**src/hw/bsc_pkg.sv**
```systemverilog
package bsc_pkg;

  // ----------------------------------------
  // Widths and constants
  // ----------------------------------------
  localparam int unsigned SEG_W = 12;
  localparam int unsigned WORD_W = 16;
  localparam int unsigned REG_IDX_W = 3;
  localparam logic [WORD_W-1:0] ONE_W = 16'h0001;
  localparam logic [WORD_W-1:0] ZERO_W = 16'h0000;
  localparam logic [31:0] ONE_L = 32'h0000_0001;
  localparam logic [WORD_W-1:0] SEQ_STEP = 16'h0001;
  localparam logic [WORD_W-1:0] SKIP_STEP = 16'h0002;
  localparam logic [WORD_W-1:0] CMP_LT_STEP = 16'h0001;
  localparam logic [WORD_W-1:0] CMP_EQ_STEP = 16'h0002;
  localparam logic [WORD_W-1:0] CMP_GT_STEP = 16'h0003;

  // ----------------------------------------
  // Relations and operations
  // ----------------------------------------
  typedef enum logic [2:0] {
    REL_EQ = 3'h0, REL_GE = 3'h1, REL_GT = 3'h2,
    REL_LE = 3'h3, REL_LT = 3'h4, REL_NE = 3'h5
  } bsc_rel_t;

  typedef enum logic [1:0] {
    STEP_1 = 2'h0, STEP_2 = 2'h1, STEP_4 = 2'h2
  } bsc_step_t;

  typedef enum logic [4:0] {
    OP_BR_ACC = 5'h00, OP_BR_CC = 5'h01, OP_BR_FLT = 5'h02,
    OP_BR_HALF = 5'h03, OP_BR_LONG = 5'h04, OP_BR_MAG = 5'h05,
    OP_BR_FULL = 5'h06, OP_BR_BIT_CLR = 5'h07, OP_BR_BIT_SET = 5'h08,
    OP_DEC_HALF = 5'h09, OP_INC_HALF = 5'h0a, OP_LT_REG = 5'h0b,
    OP_LT_CC = 5'h0c, OP_LT_HALF = 5'h0d, OP_LT_LONG = 5'h0e,
    OP_LT_ONE = 5'h0f, OP_LT_ZERO = 5'h10, OP_CMP_ACC_MEM = 5'h11,
    OP_CMP_ACC_ZERO = 5'h12, OP_CMP_LONG_MEM = 5'h13, OP_DEC_IDX = 5'h14,
    OP_INC_MEM = 5'h15, OP_INC_IDX = 5'h16, OP_SKIP_BIT_CLR = 5'h17,
    OP_SKIP_BIT_SET = 5'h18, OP_SKIP_POS = 5'h19, OP_SKIP_NEG = 5'h1a,
    OP_SKIP_FLT = 5'h1b, OP_SKIP_SW_CLR = 5'h1c, OP_SKIP_SW_SET = 5'h1d,
    OP_JUMP = 5'h1e
  } bsc_op_t;

  typedef enum logic [1:0] {
    MODE_S = 2'h0, MODE_R = 2'h1, MODE_V = 2'h2, MODE_I = 2'h3
  } bsc_mode_t;

  // Floating skip conditions
  typedef enum logic [2:0] {
    FSK_GT = 3'h0, FSK_LE = 3'h1, FSK_MI = 3'h2,
    FSK_NZ = 3'h3, FSK_PL = 3'h4, FSK_ZE = 3'h5
  } bsc_fsk_t;

  // ----------------------------------------
  // Carriers
  // ----------------------------------------
  typedef struct packed {
    logic [SEG_W-1:0] seg;
    logic [WORD_W-1:0] word;
  } bsc_pc_t;

  typedef struct packed {
    logic valid;
    bsc_op_t op;
    bsc_mode_t mode;
    bsc_rel_t rel;
    bsc_step_t step;
    bsc_fsk_t fsk;
    logic [3:0] bit_sel;
    logic [4:0] lbit_sel;
    logic [SEG_W-1:0] tgt_seg;
    logic [WORD_W-1:0] tgt_word;
  } bsc_instr_t;

  // Condition codes: lt = negative, eq = zero
  typedef struct packed {
    logic lt;
    logic eq;
    logic link;
  } bsc_cc_t;

  typedef struct packed {
    logic [WORD_W-1:0] acc;
    logic [31:0] lacc;
    logic flt_neg;
    logic flt_zero;
    logic [31:0] full_reg;
    logic [WORD_W-1:0] half_reg;
    logic [WORD_W-1:0] idx_reg;
    logic [WORD_W-1:0] mem_word;
    logic [31:0] mem_long;
    logic [3:0] sense_sw;
  } bsc_opnd_t;

  typedef struct packed {
    logic valid;
    bsc_pc_t pc;
    logic taken;
    logic wr_half;
    logic wr_full;
    logic wr_acc;
    logic wr_lacc;
    logic wr_idx;
    logic wr_mem;
    logic [31:0] wr_data;
  } bsc_res_t;

endpackage

```
**src/hw/bsc_unit.sv**
```systemverilog
// ----------------------------------------
// Functional notes
// Branch/skip targets stay in current segment
// Jumps may load another segment
// V-mode accumulator branches compare with zero
// Condition-code branches use stored codes only
// Floating branches test floating accumulator
// I-mode half-register branches compare zero
// V-mode long accumulator branches compare zero
// Magnitude branches use link plus codes
// I-mode full-register branches compare zero
// Register bit branches: clear or set
// Decrement half by 1/2/4, branch nonzero
// Increment half by 1/2/4, branch nonzero
// Register test loads one or zero
// Condition-code test loads one or zero
// Half/long tests load truth value
// Load true writes one, false zero
// Compare skips advance by outcome
// Counting skips step, write, skip zero
// Accumulator bit skips: clear or set
// Accumulator sign skips: positive, negative
// Floating skips per selected condition
// S/R sense-switch skips clear or set
// Taken skip adds one extra word
// ----------------------------------------
module bsc_unit (
  input wire logic sys_clk,
  input wire logic reset,
  input wire bsc_pkg::bsc_instr_t instr,
  input wire bsc_pkg::bsc_pc_t pc,
  input wire bsc_pkg::bsc_cc_t cc,
  input wire bsc_pkg::bsc_opnd_t opnd,
  output bsc_pkg::bsc_res_t res
);
  import bsc_pkg::*;

  // ----------------------------------------
  // Helpers
  // ----------------------------------------
  function automatic logic rel_hold(input bsc_rel_t r, input logic neg, input logic zero);
    logic h;
    h = 1'b0;
    unique case (r)
      REL_EQ: h = zero;
      REL_GE: h = !neg;
      REL_GT: h = !neg && !zero;
      REL_LE: h = neg || zero;
      REL_LT: h = neg;
      REL_NE: h = !zero;
      default: h = 1'b0;
    endcase
    return h;
  endfunction

  function automatic logic [WORD_W-1:0] step_val(input bsc_step_t s);
    logic [WORD_W-1:0] v;
    v = ONE_W;
    unique case (s)
      STEP_1: v = 16'h0001;
      STEP_2: v = 16'h0002;
      STEP_4: v = 16'h0004;
      default: v = ONE_W;
    endcase
    return v;
  endfunction

  // ----------------------------------------
  // State
  // ----------------------------------------
  typedef struct packed {
    bsc_res_t res;
  } bsc_state_t;

  bsc_state_t st_q;
  bsc_state_t st_d;

  logic a_neg, a_zero, l_neg, l_zero, h_neg, h_zero, f_neg, f_zero;
  logic [WORD_W-1:0] half_dec, half_inc, idx_dec, idx_inc, mem_inc;
  logic [WORD_W-1:0] seq_pc;

  assign a_neg = opnd.acc[WORD_W-1];
  assign a_zero = (opnd.acc == ZERO_W);
  assign l_neg = opnd.lacc[31];
  assign l_zero = (opnd.lacc == 32'h0000_0000);
  assign h_neg = opnd.half_reg[WORD_W-1];
  assign h_zero = (opnd.half_reg == ZERO_W);
  assign f_neg = opnd.flt_neg;
  assign f_zero = opnd.flt_zero;
  assign half_dec = opnd.half_reg - step_val(instr.step);
  assign half_inc = opnd.half_reg + step_val(instr.step);
  assign idx_dec = opnd.idx_reg - ONE_W;
  assign idx_inc = opnd.idx_reg + ONE_W;
  assign mem_inc = opnd.mem_word + ONE_W;
  assign seq_pc = pc.word + SEQ_STEP;

  // ----------------------------------------
  // Evaluation
  // ----------------------------------------
  always_comb begin
    logic br;
    logic sk;
    logic [WORD_W-1:0] adv;
    logic signed [32:0] cmp_l;
    logic signed [16:0] cmp_a;
    br = 1'b0;
    sk = 1'b0;
    adv = SEQ_STEP;
    cmp_l = 33'sh0;
    cmp_a = 17'sh0;
    st_d = st_q;
    st_d.res.valid = instr.valid;
    st_d.res.taken = 1'b0;
    st_d.res.wr_half = 1'b0;
    st_d.res.wr_full = 1'b0;
    st_d.res.wr_acc = 1'b0;
    st_d.res.wr_lacc = 1'b0;
    st_d.res.wr_idx = 1'b0;
    st_d.res.wr_mem = 1'b0;
    st_d.res.wr_data = 32'h0000_0000;
    st_d.res.pc.seg = pc.seg;
    st_d.res.pc.word = seq_pc;
    if (instr.valid) begin
      unique case (instr.op)
        OP_BR_ACC: br = (instr.mode == MODE_V) && rel_hold(instr.rel, a_neg, a_zero);
        OP_BR_CC: br = rel_hold(instr.rel, cc.lt, cc.eq);
        OP_BR_FLT: br = rel_hold(instr.rel, f_neg, f_zero);
        OP_BR_HALF: br = (instr.mode == MODE_I) && rel_hold(instr.rel, h_neg, h_zero);
        OP_BR_LONG: br = (instr.mode == MODE_V) && rel_hold(instr.rel, l_neg, l_zero);
        // Unsigned magnitude: link is the carry, never negative
        OP_BR_MAG: br = rel_hold(instr.rel, 1'b0, cc.eq && !cc.link);
        OP_BR_FULL: br = (instr.mode == MODE_I) &&
          rel_hold(instr.rel, opnd.full_reg[31], opnd.full_reg == 32'h0000_0000);
        OP_BR_BIT_CLR: br = (instr.mode == MODE_I) && !opnd.full_reg[instr.lbit_sel];
        OP_BR_BIT_SET: br = (instr.mode == MODE_I) && opnd.full_reg[instr.lbit_sel];
        OP_DEC_HALF: begin
          st_d.res.wr_half = 1'b1;
          st_d.res.wr_data = {16'h0000, half_dec};
          br = (half_dec != ZERO_W);
        end
        OP_INC_HALF: begin
          st_d.res.wr_half = 1'b1;
          st_d.res.wr_data = {16'h0000, half_inc};
          br = (half_inc != ZERO_W);
        end
        OP_LT_REG: begin
          st_d.res.wr_full = 1'b1;
          st_d.res.wr_data = rel_hold(instr.rel, opnd.full_reg[31],
            opnd.full_reg == 32'h0000_0000) ? ONE_L : 32'h0000_0000;
        end
        OP_LT_CC: begin
          st_d.res.wr_full = 1'b1;
          st_d.res.wr_data = rel_hold(instr.rel, cc.lt, cc.eq) ? ONE_L : 32'h0000_0000;
        end
        OP_LT_HALF: begin
          st_d.res.wr_full = 1'b1;
          st_d.res.wr_data = rel_hold(instr.rel, h_neg, h_zero) ? ONE_L : 32'h0000_0000;
        end
        OP_LT_LONG: begin
          st_d.res.wr_acc = 1'b1;
          st_d.res.wr_data = rel_hold(instr.rel, l_neg, l_zero) ? ONE_L : 32'h0000_0000;
        end
        OP_LT_ONE: begin
          st_d.res.wr_full = 1'b1;
          st_d.res.wr_data = ONE_L;
        end
        OP_LT_ZERO: begin
          st_d.res.wr_full = 1'b1;
          st_d.res.wr_data = 32'h0000_0000;
        end
        // Compare skips: less, equal, greater advance 1, 2, 3 words
        OP_CMP_ACC_MEM, OP_CMP_ACC_ZERO: begin
          cmp_a = 17'(signed'(opnd.acc)) -
            ((instr.op == OP_CMP_ACC_ZERO) ? 17'sh0 : 17'(signed'(opnd.mem_word)));
          adv = (cmp_a < 0) ? CMP_LT_STEP : (cmp_a == 0) ? CMP_EQ_STEP : CMP_GT_STEP;
        end
        OP_CMP_LONG_MEM: begin
          cmp_l = 33'(signed'(opnd.lacc)) - 33'(signed'(opnd.mem_long));
          adv = (cmp_l < 0) ? CMP_LT_STEP : (cmp_l == 0) ? CMP_EQ_STEP : CMP_GT_STEP;
        end
        OP_DEC_IDX: begin
          st_d.res.wr_idx = 1'b1;
          st_d.res.wr_data = {16'h0000, idx_dec};
          sk = (idx_dec == ZERO_W);
        end
        OP_INC_IDX: begin
          st_d.res.wr_idx = 1'b1;
          st_d.res.wr_data = {16'h0000, idx_inc};
          sk = (idx_inc == ZERO_W);
        end
        OP_INC_MEM: begin
          st_d.res.wr_mem = 1'b1;
          st_d.res.wr_data = {16'h0000, mem_inc};
          sk = (mem_inc == ZERO_W);
        end
        OP_SKIP_BIT_CLR: sk = !opnd.acc[instr.bit_sel];
        OP_SKIP_BIT_SET: sk = opnd.acc[instr.bit_sel];
        OP_SKIP_POS: sk = !a_neg && !a_zero;
        OP_SKIP_NEG: sk = a_neg;
        OP_SKIP_FLT: begin
          unique case (instr.fsk)
            FSK_GT, FSK_PL: sk = !f_neg && !f_zero;
            FSK_LE: sk = f_neg || f_zero;
            FSK_MI: sk = f_neg;
            FSK_NZ: sk = !f_zero;
            FSK_ZE: sk = f_zero;
            default: sk = 1'b0;
          endcase
        end
        OP_SKIP_SW_CLR: sk = (instr.mode inside {MODE_S, MODE_R}) &&
          !opnd.sense_sw[instr.bit_sel[1:0]];
        OP_SKIP_SW_SET: sk = (instr.mode inside {MODE_S, MODE_R}) &&
          opnd.sense_sw[instr.bit_sel[1:0]];
        OP_JUMP: begin
          st_d.res.taken = 1'b1;
          st_d.res.pc.seg = instr.tgt_seg;
          st_d.res.pc.word = instr.tgt_word;
        end
        default: ;
      endcase
      if (br) begin
        st_d.res.taken = 1'b1;
        st_d.res.pc.seg = pc.seg;
        st_d.res.pc.word = instr.tgt_word;
      end else if (sk) begin
        st_d.res.taken = 1'b1;
        st_d.res.pc.word = pc.word + SKIP_STEP;
      end else if (adv != SEQ_STEP) begin
        st_d.res.pc.word = pc.word + adv;
      end
    end
  end

  always_ff @(posedge sys_clk) begin
    if (reset) begin
      st_q <= '0;
    end else begin
      st_q <= st_d;
    end
  end

  assign res = st_q.res;

  // ----------------------------------------
  // Checks
  // ----------------------------------------
  a_seg_kept: assert property (@(posedge sys_clk) disable iff (reset)
    instr.valid && instr.op != OP_JUMP |=> res.pc.seg == $past(pc.seg))
    else $error("segment changed by branch or skip");
  a_jump_seg: assert property (@(posedge sys_clk) disable iff (reset)
    instr.valid && instr.op == OP_JUMP |=> res.pc.seg == $past(instr.tgt_seg))
    else $error("jump segment not loaded");
  a_acc_beq: assert property (@(posedge sys_clk) disable iff (reset)
    instr.valid && instr.op == OP_BR_ACC && instr.mode == MODE_V && instr.rel == REL_EQ
    |=> res.taken == ($past(opnd.acc) == ZERO_W))
    else $error("accumulator equal branch wrong");
  a_cc_branch: assert property (@(posedge sys_clk) disable iff (reset)
    instr.valid && instr.op == OP_BR_CC && instr.rel == REL_LT |=> res.taken == $past(cc.lt))
    else $error("condition code branch wrong");
  a_dec_write: assert property (@(posedge sys_clk) disable iff (reset)
    instr.valid && instr.op == OP_DEC_HALF && instr.step == STEP_4
    |=> res.wr_half && res.wr_data[15:0] == $past(opnd.half_reg) - 16'h0004)
    else $error("half decrement wrong");
  a_inc_taken: assert property (@(posedge sys_clk) disable iff (reset)
    instr.valid && instr.op == OP_INC_HALF |=> res.taken == (res.wr_data[15:0] != ZERO_W))
    else $error("half increment branch wrong");
  a_load_true: assert property (@(posedge sys_clk) disable iff (reset)
    instr.valid && instr.op == OP_LT_ONE |=> res.wr_full && res.wr_data == ONE_L)
    else $error("load true wrong");
  a_skip_step: assert property (@(posedge sys_clk) disable iff (reset)
    instr.valid && instr.op == OP_SKIP_NEG
    |=> res.pc.word == $past(pc.word) + ($past(opnd.acc[15]) ? SKIP_STEP : SEQ_STEP))
    else $error("skip advance wrong");
  a_idx_skip: assert property (@(posedge sys_clk) disable iff (reset)
    instr.valid && instr.op == OP_INC_IDX && opnd.idx_reg == 16'hffff
    |=> res.taken && res.wr_idx && res.wr_data == 32'h0000_0000)
    else $error("index increment skip wrong");
  a_acc_gate: assert property (@(posedge sys_clk) disable iff (reset)
    instr.valid && instr.op == OP_BR_ACC && instr.mode != MODE_V
    |=> !res.taken)
    else $error("accumulator branch taken outside its mode");
  a_cc_ne: assert property (@(posedge sys_clk) disable iff (reset)
    instr.valid && instr.op == OP_BR_CC && instr.rel == REL_NE
    |=> res.taken == !$past(cc.eq))
    else $error("condition code not-equal branch wrong");
  a_branch_target: assert property (@(posedge sys_clk) disable iff (reset)
    instr.valid && instr.op == OP_BR_FLT
    |=> res.pc.word == (res.taken ? $past(instr.tgt_word) : $past(pc.word) + SEQ_STEP))
    else $error("floating branch target wrong");
  a_half_gt: assert property (@(posedge sys_clk) disable iff (reset)
    instr.valid && instr.op == OP_BR_HALF && instr.mode == MODE_I && instr.rel == REL_GT
    |=> res.taken == (!$past(opnd.half_reg[WORD_W-1]) && $past(opnd.half_reg) != ZERO_W))
    else $error("half register greater branch wrong");
  a_long_lt: assert property (@(posedge sys_clk) disable iff (reset)
    instr.valid && instr.op == OP_BR_LONG && instr.mode == MODE_V && instr.rel == REL_LT
    |=> res.taken == $past(opnd.lacc[31]))
    else $error("long accumulator less branch wrong");
  a_mag_eq: assert property (@(posedge sys_clk) disable iff (reset)
    instr.valid && instr.op == OP_BR_MAG && instr.rel == REL_EQ
    |=> res.taken == ($past(cc.eq) && !$past(cc.link)))
    else $error("magnitude equal branch wrong");
  a_full_ge: assert property (@(posedge sys_clk) disable iff (reset)
    instr.valid && instr.op == OP_BR_FULL && instr.mode == MODE_I && instr.rel == REL_GE
    |=> res.taken == !$past(opnd.full_reg[31]))
    else $error("full register branch wrong");
  a_bit_set: assert property (@(posedge sys_clk) disable iff (reset)
    instr.valid && instr.op == OP_BR_BIT_SET && instr.mode == MODE_I
    |=> res.taken == $past(opnd.full_reg[instr.lbit_sel]))
    else $error("register bit set branch wrong");
  a_lt_reg: assert property (@(posedge sys_clk) disable iff (reset)
    instr.valid && instr.op == OP_LT_REG && instr.rel == REL_EQ
    |=> res.wr_full && res.wr_data == {31'h0, $past(opnd.full_reg) == 32'h0000_0000})
    else $error("register logic test wrong");
  a_lt_cc: assert property (@(posedge sys_clk) disable iff (reset)
    instr.valid && instr.op == OP_LT_CC && instr.rel == REL_LT
    |=> res.wr_full && res.wr_data == {31'h0, $past(cc.lt)})
    else $error("condition code logic test wrong");
  a_lt_half: assert property (@(posedge sys_clk) disable iff (reset)
    instr.valid && instr.op == OP_LT_HALF && instr.rel == REL_LE
    |=> res.wr_full && res.wr_data[0] == ($past(opnd.half_reg[WORD_W-1]) || $past(a_zero)))
    else $error("half register logic test wrong");
  a_lt_long: assert property (@(posedge sys_clk) disable iff (reset)
    instr.valid && instr.op == OP_LT_LONG && instr.rel == REL_NE
    |=> res.wr_acc && res.wr_data == {31'h0, $past(opnd.lacc) != 32'h0000_0000})
    else $error("long accumulator logic test wrong");
  a_load_false: assert property (@(posedge sys_clk) disable iff (reset)
    instr.valid && instr.op == OP_LT_ZERO
    |=> res.wr_full && res.wr_data == 32'h0000_0000)
    else $error("load false wrong");
  a_cmp_equal: assert property (@(posedge sys_clk) disable iff (reset)
    instr.valid && instr.op == OP_CMP_ACC_ZERO && opnd.acc == ZERO_W
    |=> res.pc.word == $past(pc.word) + CMP_EQ_STEP)
    else $error("compare zero equal advance wrong");
  a_idx_dec_skip: assert property (@(posedge sys_clk) disable iff (reset)
    instr.valid && instr.op == OP_DEC_IDX && opnd.idx_reg == ONE_W
    |=> res.taken && res.wr_idx && res.wr_data == 32'h0000_0000)
    else $error("index decrement skip wrong");
  a_mem_inc: assert property (@(posedge sys_clk) disable iff (reset)
    instr.valid && instr.op == OP_INC_MEM
    |=> res.wr_mem && res.wr_data[WORD_W-1:0] == $past(opnd.mem_word) + ONE_W)
    else $error("memory increment wrong");
  a_bit_clear: assert property (@(posedge sys_clk) disable iff (reset)
    instr.valid && instr.op == OP_SKIP_BIT_CLR
    |=> res.taken == !$past(opnd.acc[instr.bit_sel]))
    else $error("accumulator bit clear skip wrong");
  a_acc_pos: assert property (@(posedge sys_clk) disable iff (reset)
    instr.valid && instr.op == OP_SKIP_POS
    |=> res.taken == (!$past(opnd.acc[WORD_W-1]) && $past(opnd.acc) != ZERO_W))
    else $error("accumulator positive skip wrong");
  a_flt_nz: assert property (@(posedge sys_clk) disable iff (reset)
    instr.valid && instr.op == OP_SKIP_FLT && instr.fsk == FSK_NZ
    |=> res.taken == !$past(opnd.flt_zero))
    else $error("floating nonzero skip wrong");
  a_switch_gate: assert property (@(posedge sys_clk) disable iff (reset)
    instr.valid && instr.op inside {OP_SKIP_SW_CLR, OP_SKIP_SW_SET} &&
    instr.mode inside {MODE_V, MODE_I} |=> !res.taken)
    else $error("sense switch skip taken outside its modes");
  a_switch_set: assert property (@(posedge sys_clk) disable iff (reset)
    instr.valid && instr.op == OP_SKIP_SW_SET && instr.mode == MODE_S
    |=> res.taken == $past(opnd.sense_sw[instr.bit_sel[1:0]]))
    else $error("sense switch set skip wrong");
endmodule

```
**config.mk**
```make
export PLATFORM = sky130hd
export DESIGN_NAME = bsc_unit
export DESIGN_NICKNAME = d
export VERILOG_FILES = /design/src/hw/bsc_pkg.sv /design/src/hw/bsc_unit.sv
export SDC_FILE = /design/constraint.sdc
export NUM_CORES = 1
export LEC_CHECK = 0
export BUFFER_PORTS_ARGS = -buffer_cell sky130_fd_sc_hd__buf_4
export CORE_MARGIN = 4
export CORE_UTILIZATION = 30
export CTS_BUF_LIST = sky130_fd_sc_hd__clkbuf_4 sky130_fd_sc_hd__clkbuf_8
export CTS_CLUSTER_DIAMETER = 100
export DETAILED_ROUTE_END_ITERATION = 7
export PLACE_DENSITY = 0.57
export RECOVER_POWER = 25
export SYNTH_ARGS = -nofsm -noshare
export SYNTH_HDL_FRONTEND = slang
export SYNTH_SLANG_ARGS = --single-unit
```
**constraint.sdc**
```tcl
create_clock -name sys_clk -period 6.49 [get_ports sys_clk]
set_input_delay 1.298 -clock sys_clk [delete_from_list [all_inputs] [get_ports sys_clk]]
set_output_delay 1.298 -clock sys_clk [all_outputs]
set_load 0.02 [all_outputs]
```
==> results of run 1 <==
cell type report:
cell class | instances | area (um2) | area share, %
timing repair buffer | 323 | 2330 | 17.9
tap | 455 | 569 | 4.38
inverter | 83 | 312 | 2.39
clock buffer | 5 | 68.8 | 0.529
sequential | 51 | 1020 | 7.85
antenna | 1 | 2.50 | 0.0192
multi-input combinational | 1300 | 8680 | 66.7
clock inverter | 3 | 26.3 | 0.202
cell families after synthesis:
| group | Yosys count |
|---|---|
| fa+ha+maj | 72 |
| other cells | 1 |
| compound gates | 428 |
| mux | 55 |
| xor+xnor | 94 |
| buf+inv | 204 |
| simple gates | 634 |
| flops | 51 |
cells in the final DEF, fill, tap and decap left out, types with 11 or more instances in the layout:
cell type                  synthesis  final
sky130_fd_sc_hd__conb_1            1     17
sky130_fd_sc_hd__xnor2_1          47     47
sky130_fd_sc_hd__o21a_1           17     17
sky130_fd_sc_hd__nand4_1          32     32
sky130_fd_sc_hd__nor4_1           36     36
sky130_fd_sc_hd__a21oi_1         117    117
sky130_fd_sc_hd__mux2i_1          39     39
sky130_fd_sc_hd__nor3_1           49     49
sky130_fd_sc_hd__and2_1           14     14
sky130_fd_sc_hd__a31oi_1          16     16
sky130_fd_sc_hd__nand3_1          55     55
sky130_fd_sc_hd__a21o_1           17     17
sky130_fd_sc_hd__o22ai_1          18     18
sky130_fd_sc_hd__nor2b_1          20     20
sky130_fd_sc_hd__buf_4            20    299
sky130_fd_sc_hd__inv_1            83     83
sky130_fd_sc_hd__nor2_1          127    127
sky130_fd_sc_hd__ha_1             67     67
sky130_fd_sc_hd__o21ai_0          61     61
sky130_fd_sc_hd__xor2_1           47     47
sky130_fd_sc_hd__nand2_1         168    168
sky130_fd_sc_hd__nor4b_1          11     11
sky130_fd_sc_hd__and3_1           21     21
sky130_fd_sc_hd__or3_1            20     20
sky130_fd_sc_hd__clkbuf_1         80     24
sky130_fd_sc_hd__o211ai_1         21     21
sky130_fd_sc_hd__o221ai_1         15     15
sky130_fd_sc_hd__dfxtp_1          51     51
sky130_fd_sc_hd__nand2b_1         19     19
sky130_fd_sc_hd__a211oi_1         14     14
worst min-delay path by stage:
stage	from	endpoint	slack, ns	depth (start not counted)
2_1_floorplan	instr[16]	res[55]	1.43	2
6_report	instr[21]	res[60]	1.18	3
3_3_place_gp	instr[23]	res[62]	1.54	3
3_5_place_dp	instr[26]	res[65]	1.56	3
4_1_cts	instr[21]	res[60]	1.17	3
5_1_grt	instr[16]	res[55]	1.18	3
per-stage QoR:
stage | utilization, % | cell area, um2 | hold slack (ns)
after floorplan | - | 10600 | 1.43
after global routing | 37.7 | 13000 | 1.18
after global placement | 37.6 | 13000 | 1.54
after detailed placement | 37.6 | 13000 | 1.56
final | 37.7 | 13000 | 1.18
after CTS | 37.9 | 13100 | 1.17
per-layer routing:
| layer | GRT usage [%] | vias up |
|---|---|---|
| met4 | 3.36 | 0 |
| met2 | 34.6 | 464 |
| met1 | 29.0 | 5908 |
| met5 | 0 | - |
| li1 | - | 6122 |
| met3 | 3.85 | 50 |
worst min-delay path, delay by kind of cell:
family	cells	cell delay [ns]
AND/OR/NAND/NOR	1	0.05
buffers and inverters	1	0.11
AO/OA/AOI/OAI	1	0.05
Yosys cell counts, types with 14 or more instances:
library cell / number
sky130_fd_sc_hd__nand2_1: 168
sky130_fd_sc_hd__nor2_1: 127
sky130_fd_sc_hd__a21oi_1: 117
sky130_fd_sc_hd__inv_1: 83
sky130_fd_sc_hd__clkbuf_1: 80
sky130_fd_sc_hd__ha_1: 67
sky130_fd_sc_hd__o21ai_0: 61
sky130_fd_sc_hd__nand3_1: 55
sky130_fd_sc_hd__dfxtp_1: 51
sky130_fd_sc_hd__nor3_1: 49
sky130_fd_sc_hd__xnor2_1: 47
sky130_fd_sc_hd__xor2_1: 47
sky130_fd_sc_hd__mux2i_1: 39
sky130_fd_sc_hd__nor4_1: 36
sky130_fd_sc_hd__nand4_1: 32
sky130_fd_sc_hd__and3_1: 21
sky130_fd_sc_hd__o211ai_1: 21
sky130_fd_sc_hd__buf_4: 20
sky130_fd_sc_hd__nor2b_1: 20
sky130_fd_sc_hd__or3_1: 20
sky130_fd_sc_hd__nand2b_1: 19
sky130_fd_sc_hd__o22ai_1: 18
sky130_fd_sc_hd__a21o_1: 17
sky130_fd_sc_hd__buf_2: 17
sky130_fd_sc_hd__o21a_1: 17
sky130_fd_sc_hd__a31oi_1: 16
sky130_fd_sc_hd__o221ai_1: 15
sky130_fd_sc_hd__a211oi_1: 14
sky130_fd_sc_hd__and2_1: 14
power by group through the flow:
stage	Sequential (mW)	Combinational (mW)	Clock (mW)
2_1_floorplan	0.362	0.505	0
3_3_place_gp	0.342	0.835	0
3_5_place_dp	0.342	0.839	0
4_1_cts	0.335	0.844	0.238
5_1_grt	0.336	0.928	0.248
6_report	0.335	0.846	0.231
==> results by group, run 1 <==
Yosys
  • Share of the synthesized area in compound gates (AO/OA/AOI/OAI): 27.5%
  • Main combinational cell family by area after synthesis: simple AND/OR/NAND/NOR gates
  • Netlist area before placement: 10500 um2
  • Biggest area contributors in the synthesized netlist: sky130_fd_sc_hd__dfxtp_1 (9.7%), sky130_fd_sc_hd__ha_1 (8.0%), sky130_fd_sc_hd__nand2_1 (6.0%)
  • Multiplexer share of the synthesized area: 6.50%
  • Leading register cell type out of synthesis: sky130_fd_sc_hd__dfxtp_1
  • Post-synthesis register bit count: 51
  • Yosys top cell area share: 9.72%
  • Share of the yosys chip area belonging to registers: 9.72%
  • Library cell with the largest summed area after synthesis: sky130_fd_sc_hd__dfxtp_1
  • Share of flip-flops with an asynchronous set or reset after synthesis: 0%
  • Number of enable flip-flop cells after synthesis: 0
  • Post-synthesis average cell area: 6.83 um2
  • Syn. warnings: 0
  • Synthesized instance count: 1539
  • Area share of xor/xnor cells in the synthesized design: 7.83%
  • Fraction of the mapped netlist area in adder cells: 8.93%
  • Post-synthesis simple-gate area fraction: 31.1%
  • Netlist cell types: 89

Clocking
  • Total of cells resized after clock tree synthesis: 0
  • Cell chosen for the clock root: sky130_fd_sc_hd__clkbuf_8
  • Number of sinks handled by clock tree synthesis: 51
  • Clk buf depth: 2
  • H-tree Lvls: 2
  • Number of CTS-inserted buffers: 5
  • CTS tree: done
  • Clock slew at the register clock pins of the worst setup and hold paths: 0.13 ns
  • Post-CTS setup buffers: 0
  • Hold-fix buffers, CTS: 0

Timing
  • Final worst-path cycle share: 93.2%
  • Slew of the pin with the lowest slew margin: 0.927 ns
  • Post-Route Setup TNS: 0 ns
  • Hold Fails Final Rpt: 0
  • Unrepaired setup endpoints after global routing: no
  • Clock period minus final worst setup slack: 6.05 ns
  • Peak Freq: 0.165 GHz
  • Number of setup violations in the final report: 0
  • Slack of the critical path: 0.439 ns
  • Max-slew headroom at the worst pin: 37.9%
  • Fin. max-slew vios: 0

Setup path
  • Critical-path maximum fanout: 16
  • WP data arrival: 6.29 ns
  • Worst setup path startpoint: instr[47]
  • Top cell family by delay on the critical path: simple AND/OR/NAND/NOR gates
  • Cell at the slowest stage of the critical path: sky130_fd_sc_hd__a2111oi_2
  • Slowest cell delay on critical path: 0.52 ns
  • CP Depth: 25
  • Buffers and inverters on the worst path: 5
  • Critical path endpoint category: flop
  • Crit start category: input pin
  • Req. time, crit path: 6.73 ns
  • Capturing instance or port of the critical path: res[49]
  • Crit path kind: in2reg
  • Cell type with the highest occurrence count on the critical path: sky130_fd_sc_hd__buf_4

Route
  • Detailed-route vias per instance: 5.65
  • Detailed Route Iter0 Violations: 859
  • Vias after detailed routing: 12500
  • Wire length after detailed routing: 42.4 mm
  • DR WL/cell: 19.1 um
  • Number of search-and-repair iterations in the first detailed-routing pass: 5
  • DR DRC count: 0
  • Length of routed met3 wiring: 3.08 mm
  • Top layer reached by signal wires: met4
  • Number of nets with antenna violations after detailed routing: 0
  • Detail Route met2 WL: 19.7 mm
  • Met1 Wirelength: 18.9 mm

GRT
  • Total global-route track usage: 20.9%
  • First-pass GRT wire length: 66.1 mm
  • Vias in the first global route: 12000
  • Maximum number of pins on one net before global-route repair: 34
  • Number of antenna violations at the first check in global routing: 1
  • Gr ovfl total: 0

Placement
  • Count of buffers from port buffering: 302
  • Placed instance count: 2212
  • Last weighted congestion value of the routability-driven placer: 0.913
  • Worst slack, placed: 0.0820 ns
  • Final HPWL from detailed placement: 34.5 mm

Floorplanning
  • Die width: 195 um
  • Boundary Pins: 320
  • Placeable core region: 34500 um2
  • DIE HEIGHT: 195 um
  • Full die area: 38100 um2
  • Total number of placement rows: 68
  • Starting Density: 30.4%

Power and ir drop
  • Total power divided by cell area: 109 nW/um2
  • Clock power frac: 16.4%
  • Switching power of the nets: 639 uW
  • VDD IR max: 0.0804 mV
  • Power share of the sequential group: 23.7%
  • Combinational power share: 59.9%
  • Share of total power consumed by net switching: 45.3%
  • Leakage: 5.49 nW
  • Internal power of the cells: 773 uW
  • Power Total: 1.41 mW

Min path
  • Worst min-delay path category: in2reg

Status
  • Outcome: completed

Finish
  • Net total in the final layout: 2088
  • Layout area overhead: 23.8%
  • Number of flip-flops under the largest register name: 51
  • Layout filler cell count: 3778
  • Final non-filler cell total: 2221
  • Ratio of cells with drive above 1 in the final layout: 19.7%

Run
  • Total of max-cap violations: 0
No activity file was read; power rests on OpenSTA's default activity.
==> run 2: changes to the inputs <==
- MAX_ROUTING_LAYER: not set -> met4
- PLACE_DENSITY: 0.57 -> not set
==> run 2 against run 1 <==
Flip-flop and latch count unchanged. Die area stayed put. Non-clock buffer count decreased by 4. Final area decreased by 0.23%. First-iteration DRC count rose by 9.4%. Final cell count fell by 0.18%. Largest power group unchanged. Total power is 0.71% lower. Global-route usage rose by 0.47 points. Largest cell class unchanged. Critical endpoint unchanged. Routed wire length decreased by 0.61%. Clock-buffer cell count stayed put.
==> results by group, run 2 (synthesized netlist as in run 1, its figures left out) <==
Clocking
  • Clk buf depth: 2 (unchanged)
  • Post-CTS setup buffers: 0 (unchanged)
  • Number of CTS-inserted buffers: 5 (unchanged)
  • Cell chosen for the clock root: sky130_fd_sc_hd__clkbuf_8
  • Clock slew at the register clock pins of the worst setup and hold paths: 0.12 ns (about the same)
  • Total of cells resized after clock tree synthesis: 0 (unchanged)
  • Number of sinks handled by clock tree synthesis: 51 (unchanged)
  • CTS tree: done
  • H-tree Lvls: 2 (unchanged)
  • Hold-fix buffers, CTS: 0 (unchanged)

Timing
  • Peak Freq: 0.170 GHz (+3.1%)
  • Hold Fails Final Rpt: 0 (unchanged)
  • Number of setup violations in the final report: 0 (unchanged)
  • Unrepaired setup endpoints after global routing: no
  • Max-slew headroom at the worst pin: 37.4% (-0.55 points)
  • Final worst-path cycle share: 90.5% (-2.8 points)
  • Fin. max-slew vios: 0 (unchanged)
  • Slew of the pin with the lowest slew margin: 0.926 ns (-0.00142 ns)
  • Clock period minus final worst setup slack: 5.87 ns (-0.180 ns)
  • Post-Route Setup TNS: 0 ns (unchanged)

Route
  • Number of nets with antenna violations after detailed routing: 0 (unchanged)
  • Number of search-and-repair iterations in the first detailed-routing pass: 5 (unchanged)
  • Detailed-route vias per instance: 5.67 (+0.40%)
  • Wire length after detailed routing: 42.1 mm (-0.61%)
  • DR DRC count: 0 (unchanged)
  • Vias after detailed routing: 12600 (+0.22%)
  • DR WL/cell: 19.0 um (-0.43%)
  • Detailed Route Iter0 Violations: 940 (+9.4%)

Floorplanning
  • Starting Density: 30.4% (unchanged)
  • Placeable core region: 34500 um2 (unchanged)
  • DIE HEIGHT: 195 um (unchanged)
  • Boundary Pins: 320 (unchanged)
  • Total number of placement rows: 68 (unchanged)
  • Full die area: 38100 um2 (unchanged)
  • Die width: 195 um (unchanged)

Setup path
  • WP data arrival: 6.11 ns (-0.18 ns)
  • Req. time, crit path: 6.73 ns (about the same)
  • Crit start category: input pin
  • Critical path endpoint category: flop
  • Critical-path maximum fanout: 14 (-2)
  • Crit path kind: in2reg

GRT
  • First-pass GRT wire length: 66.0 mm (-0.22%)
  • Total global-route track usage: 21.4% (+0.47 points)
  • Gr ovfl total: 0 (unchanged)
  • Maximum number of pins on one net before global-route repair: 37 (+8.8%)
  • Number of antenna violations at the first check in global routing: 1 (unchanged)
  • Vias in the first global route: 12100 (+1.2%)

Run
  • Total of max-cap violations: 0 (unchanged)

Power and ir drop
  • Leakage: 5.47 nW (-0.34%)
  • Power Total: 1.40 mW (-0.71%)
  • Total power divided by cell area: 108 nW/um2 (-0.48%)
  • VDD IR max: 0.0792 mV (-1.5%)

Finish
  • Layout area overhead: 23.5%
  • Net total in the final layout: 2084 (-0.19%)
  • Area used by sequential logic in the layout: 1020 um2 (unchanged)
  • Layout filler cell count: 3775 (-0.079%)
  • Most common cell after layout, fill and taps aside: sky130_fd_sc_hd__buf_4
  • Area of the multi-input gates: 8680 um2 (unchanged)
  • Number of flip-flops under the largest register name: 51 (unchanged)
  • Highest-count cells in the layout ignoring fill and taps: sky130_fd_sc_hd__buf_4 (295), sky130_fd_sc_hd__nand2_1 (168), sky130_fd_sc_hd__nor2_1 (127)
  • Ratio of cells with drive above 1 in the final layout: 19.5% (-0.18 points)

Placement
  • Count of buffers from port buffering: 302 (unchanged)
  • Final HPWL from detailed placement: 34.2 mm (-1.0%)
  • Last weighted congestion value of the routability-driven placer: 0.943 (+3.3%)

Min path
  • Worst min-delay path category: in2reg

Status
  • Outcome: completed
run 2: per-stage QoR:
stage	util, %	instances	instance area, um2	setup WS, ns	hold WS, ns
finish	37.6	2217	13000	0.619	1.18
global route	37.6	2217	13000	0.0574	1.17
detailed placement	37.6	2208	13000	0.194	1.56
CTS	37.8	2216	13100	0.576	1.16
floorplan	-	1555	10600	0.389	1.43
global placement	37.6	2208	13000	0.242	1.54
run 2: power breakdown:
group / switching (mW) / internal [mW] / leakage [nW] / total [mW]
Sequential: 0.00482 / 0.330 / 0.419 / 0.334
Clock: 0.147 / 0.0801 / 0.0491 / 0.228
Combinational: 0.480 / 0.359 / 5.00 / 0.840
Total: 0.633 / 0.769 / 5.47 / 1.40
run 2: final timing paths:
| path | from | to | slack, ns | cells past startpoint |
|---|---|---|---|---|
| max | instr[47] | res[49] | 0.62 | 24 |
| min | instr[17] | res[56] | 1.18 | 3 |
run 2: layer usage:
metal  track usage (%)  up-vias  routed length [um]
met4              4.11        0                 795
met2              33.8      510               19300
met3              4.09       47                2960
met1              28.8     5893               19000
li1                  -     6121                   -
met5                 -        -                   0
run 2: worst max-delay path, stage by stage:
cell and delay [ns]:
sky130_fd_sc_hd__buf_4 0.11, sky130_fd_sc_hd__nor3_1 0.28, sky130_fd_sc_hd__nand3_1 0.16, sky130_fd_sc_hd__buf_4 0.21, sky130_fd_sc_hd__nand2_1 0.10, sky130_fd_sc_hd__ha_1 0.27
sky130_fd_sc_hd__a211oi_1 0.24, sky130_fd_sc_hd__a21oi_1 0.19, sky130_fd_sc_hd__a2111oi_2 0.52, sky130_fd_sc_hd__nand3_1 0.13, sky130_fd_sc_hd__o31a_1 0.12, sky130_fd_sc_hd__or3_1 0.34
sky130_fd_sc_hd__nor4_1 0.27, sky130_fd_sc_hd__buf_4 0.16, sky130_fd_sc_hd__a32oi_1 0.08, sky130_fd_sc_hd__ha_1 0.25, sky130_fd_sc_hd__fa_1 0.44, sky130_fd_sc_hd__nand2_1 0.18
sky130_fd_sc_hd__inv_1 0.08, sky130_fd_sc_hd__nand2_1 0.07, sky130_fd_sc_hd__xor2_1 0.14, sky130_fd_sc_hd__o211ai_1 0.09, sky130_fd_sc_hd__a311oi_1 0.28, sky130_fd_sc_hd__a211oi_1 0.07
run 2: cell type report:
cell class	count	area share (%)
diodes	1	0.0193
clock buffers	5	0.530
clock inverters	3	0.202
inverters	83	2.40
multi-input cells	1300	66.8
flip-flops and latches	51	7.87
well taps	455	4.39
repair buffers	319	17.8
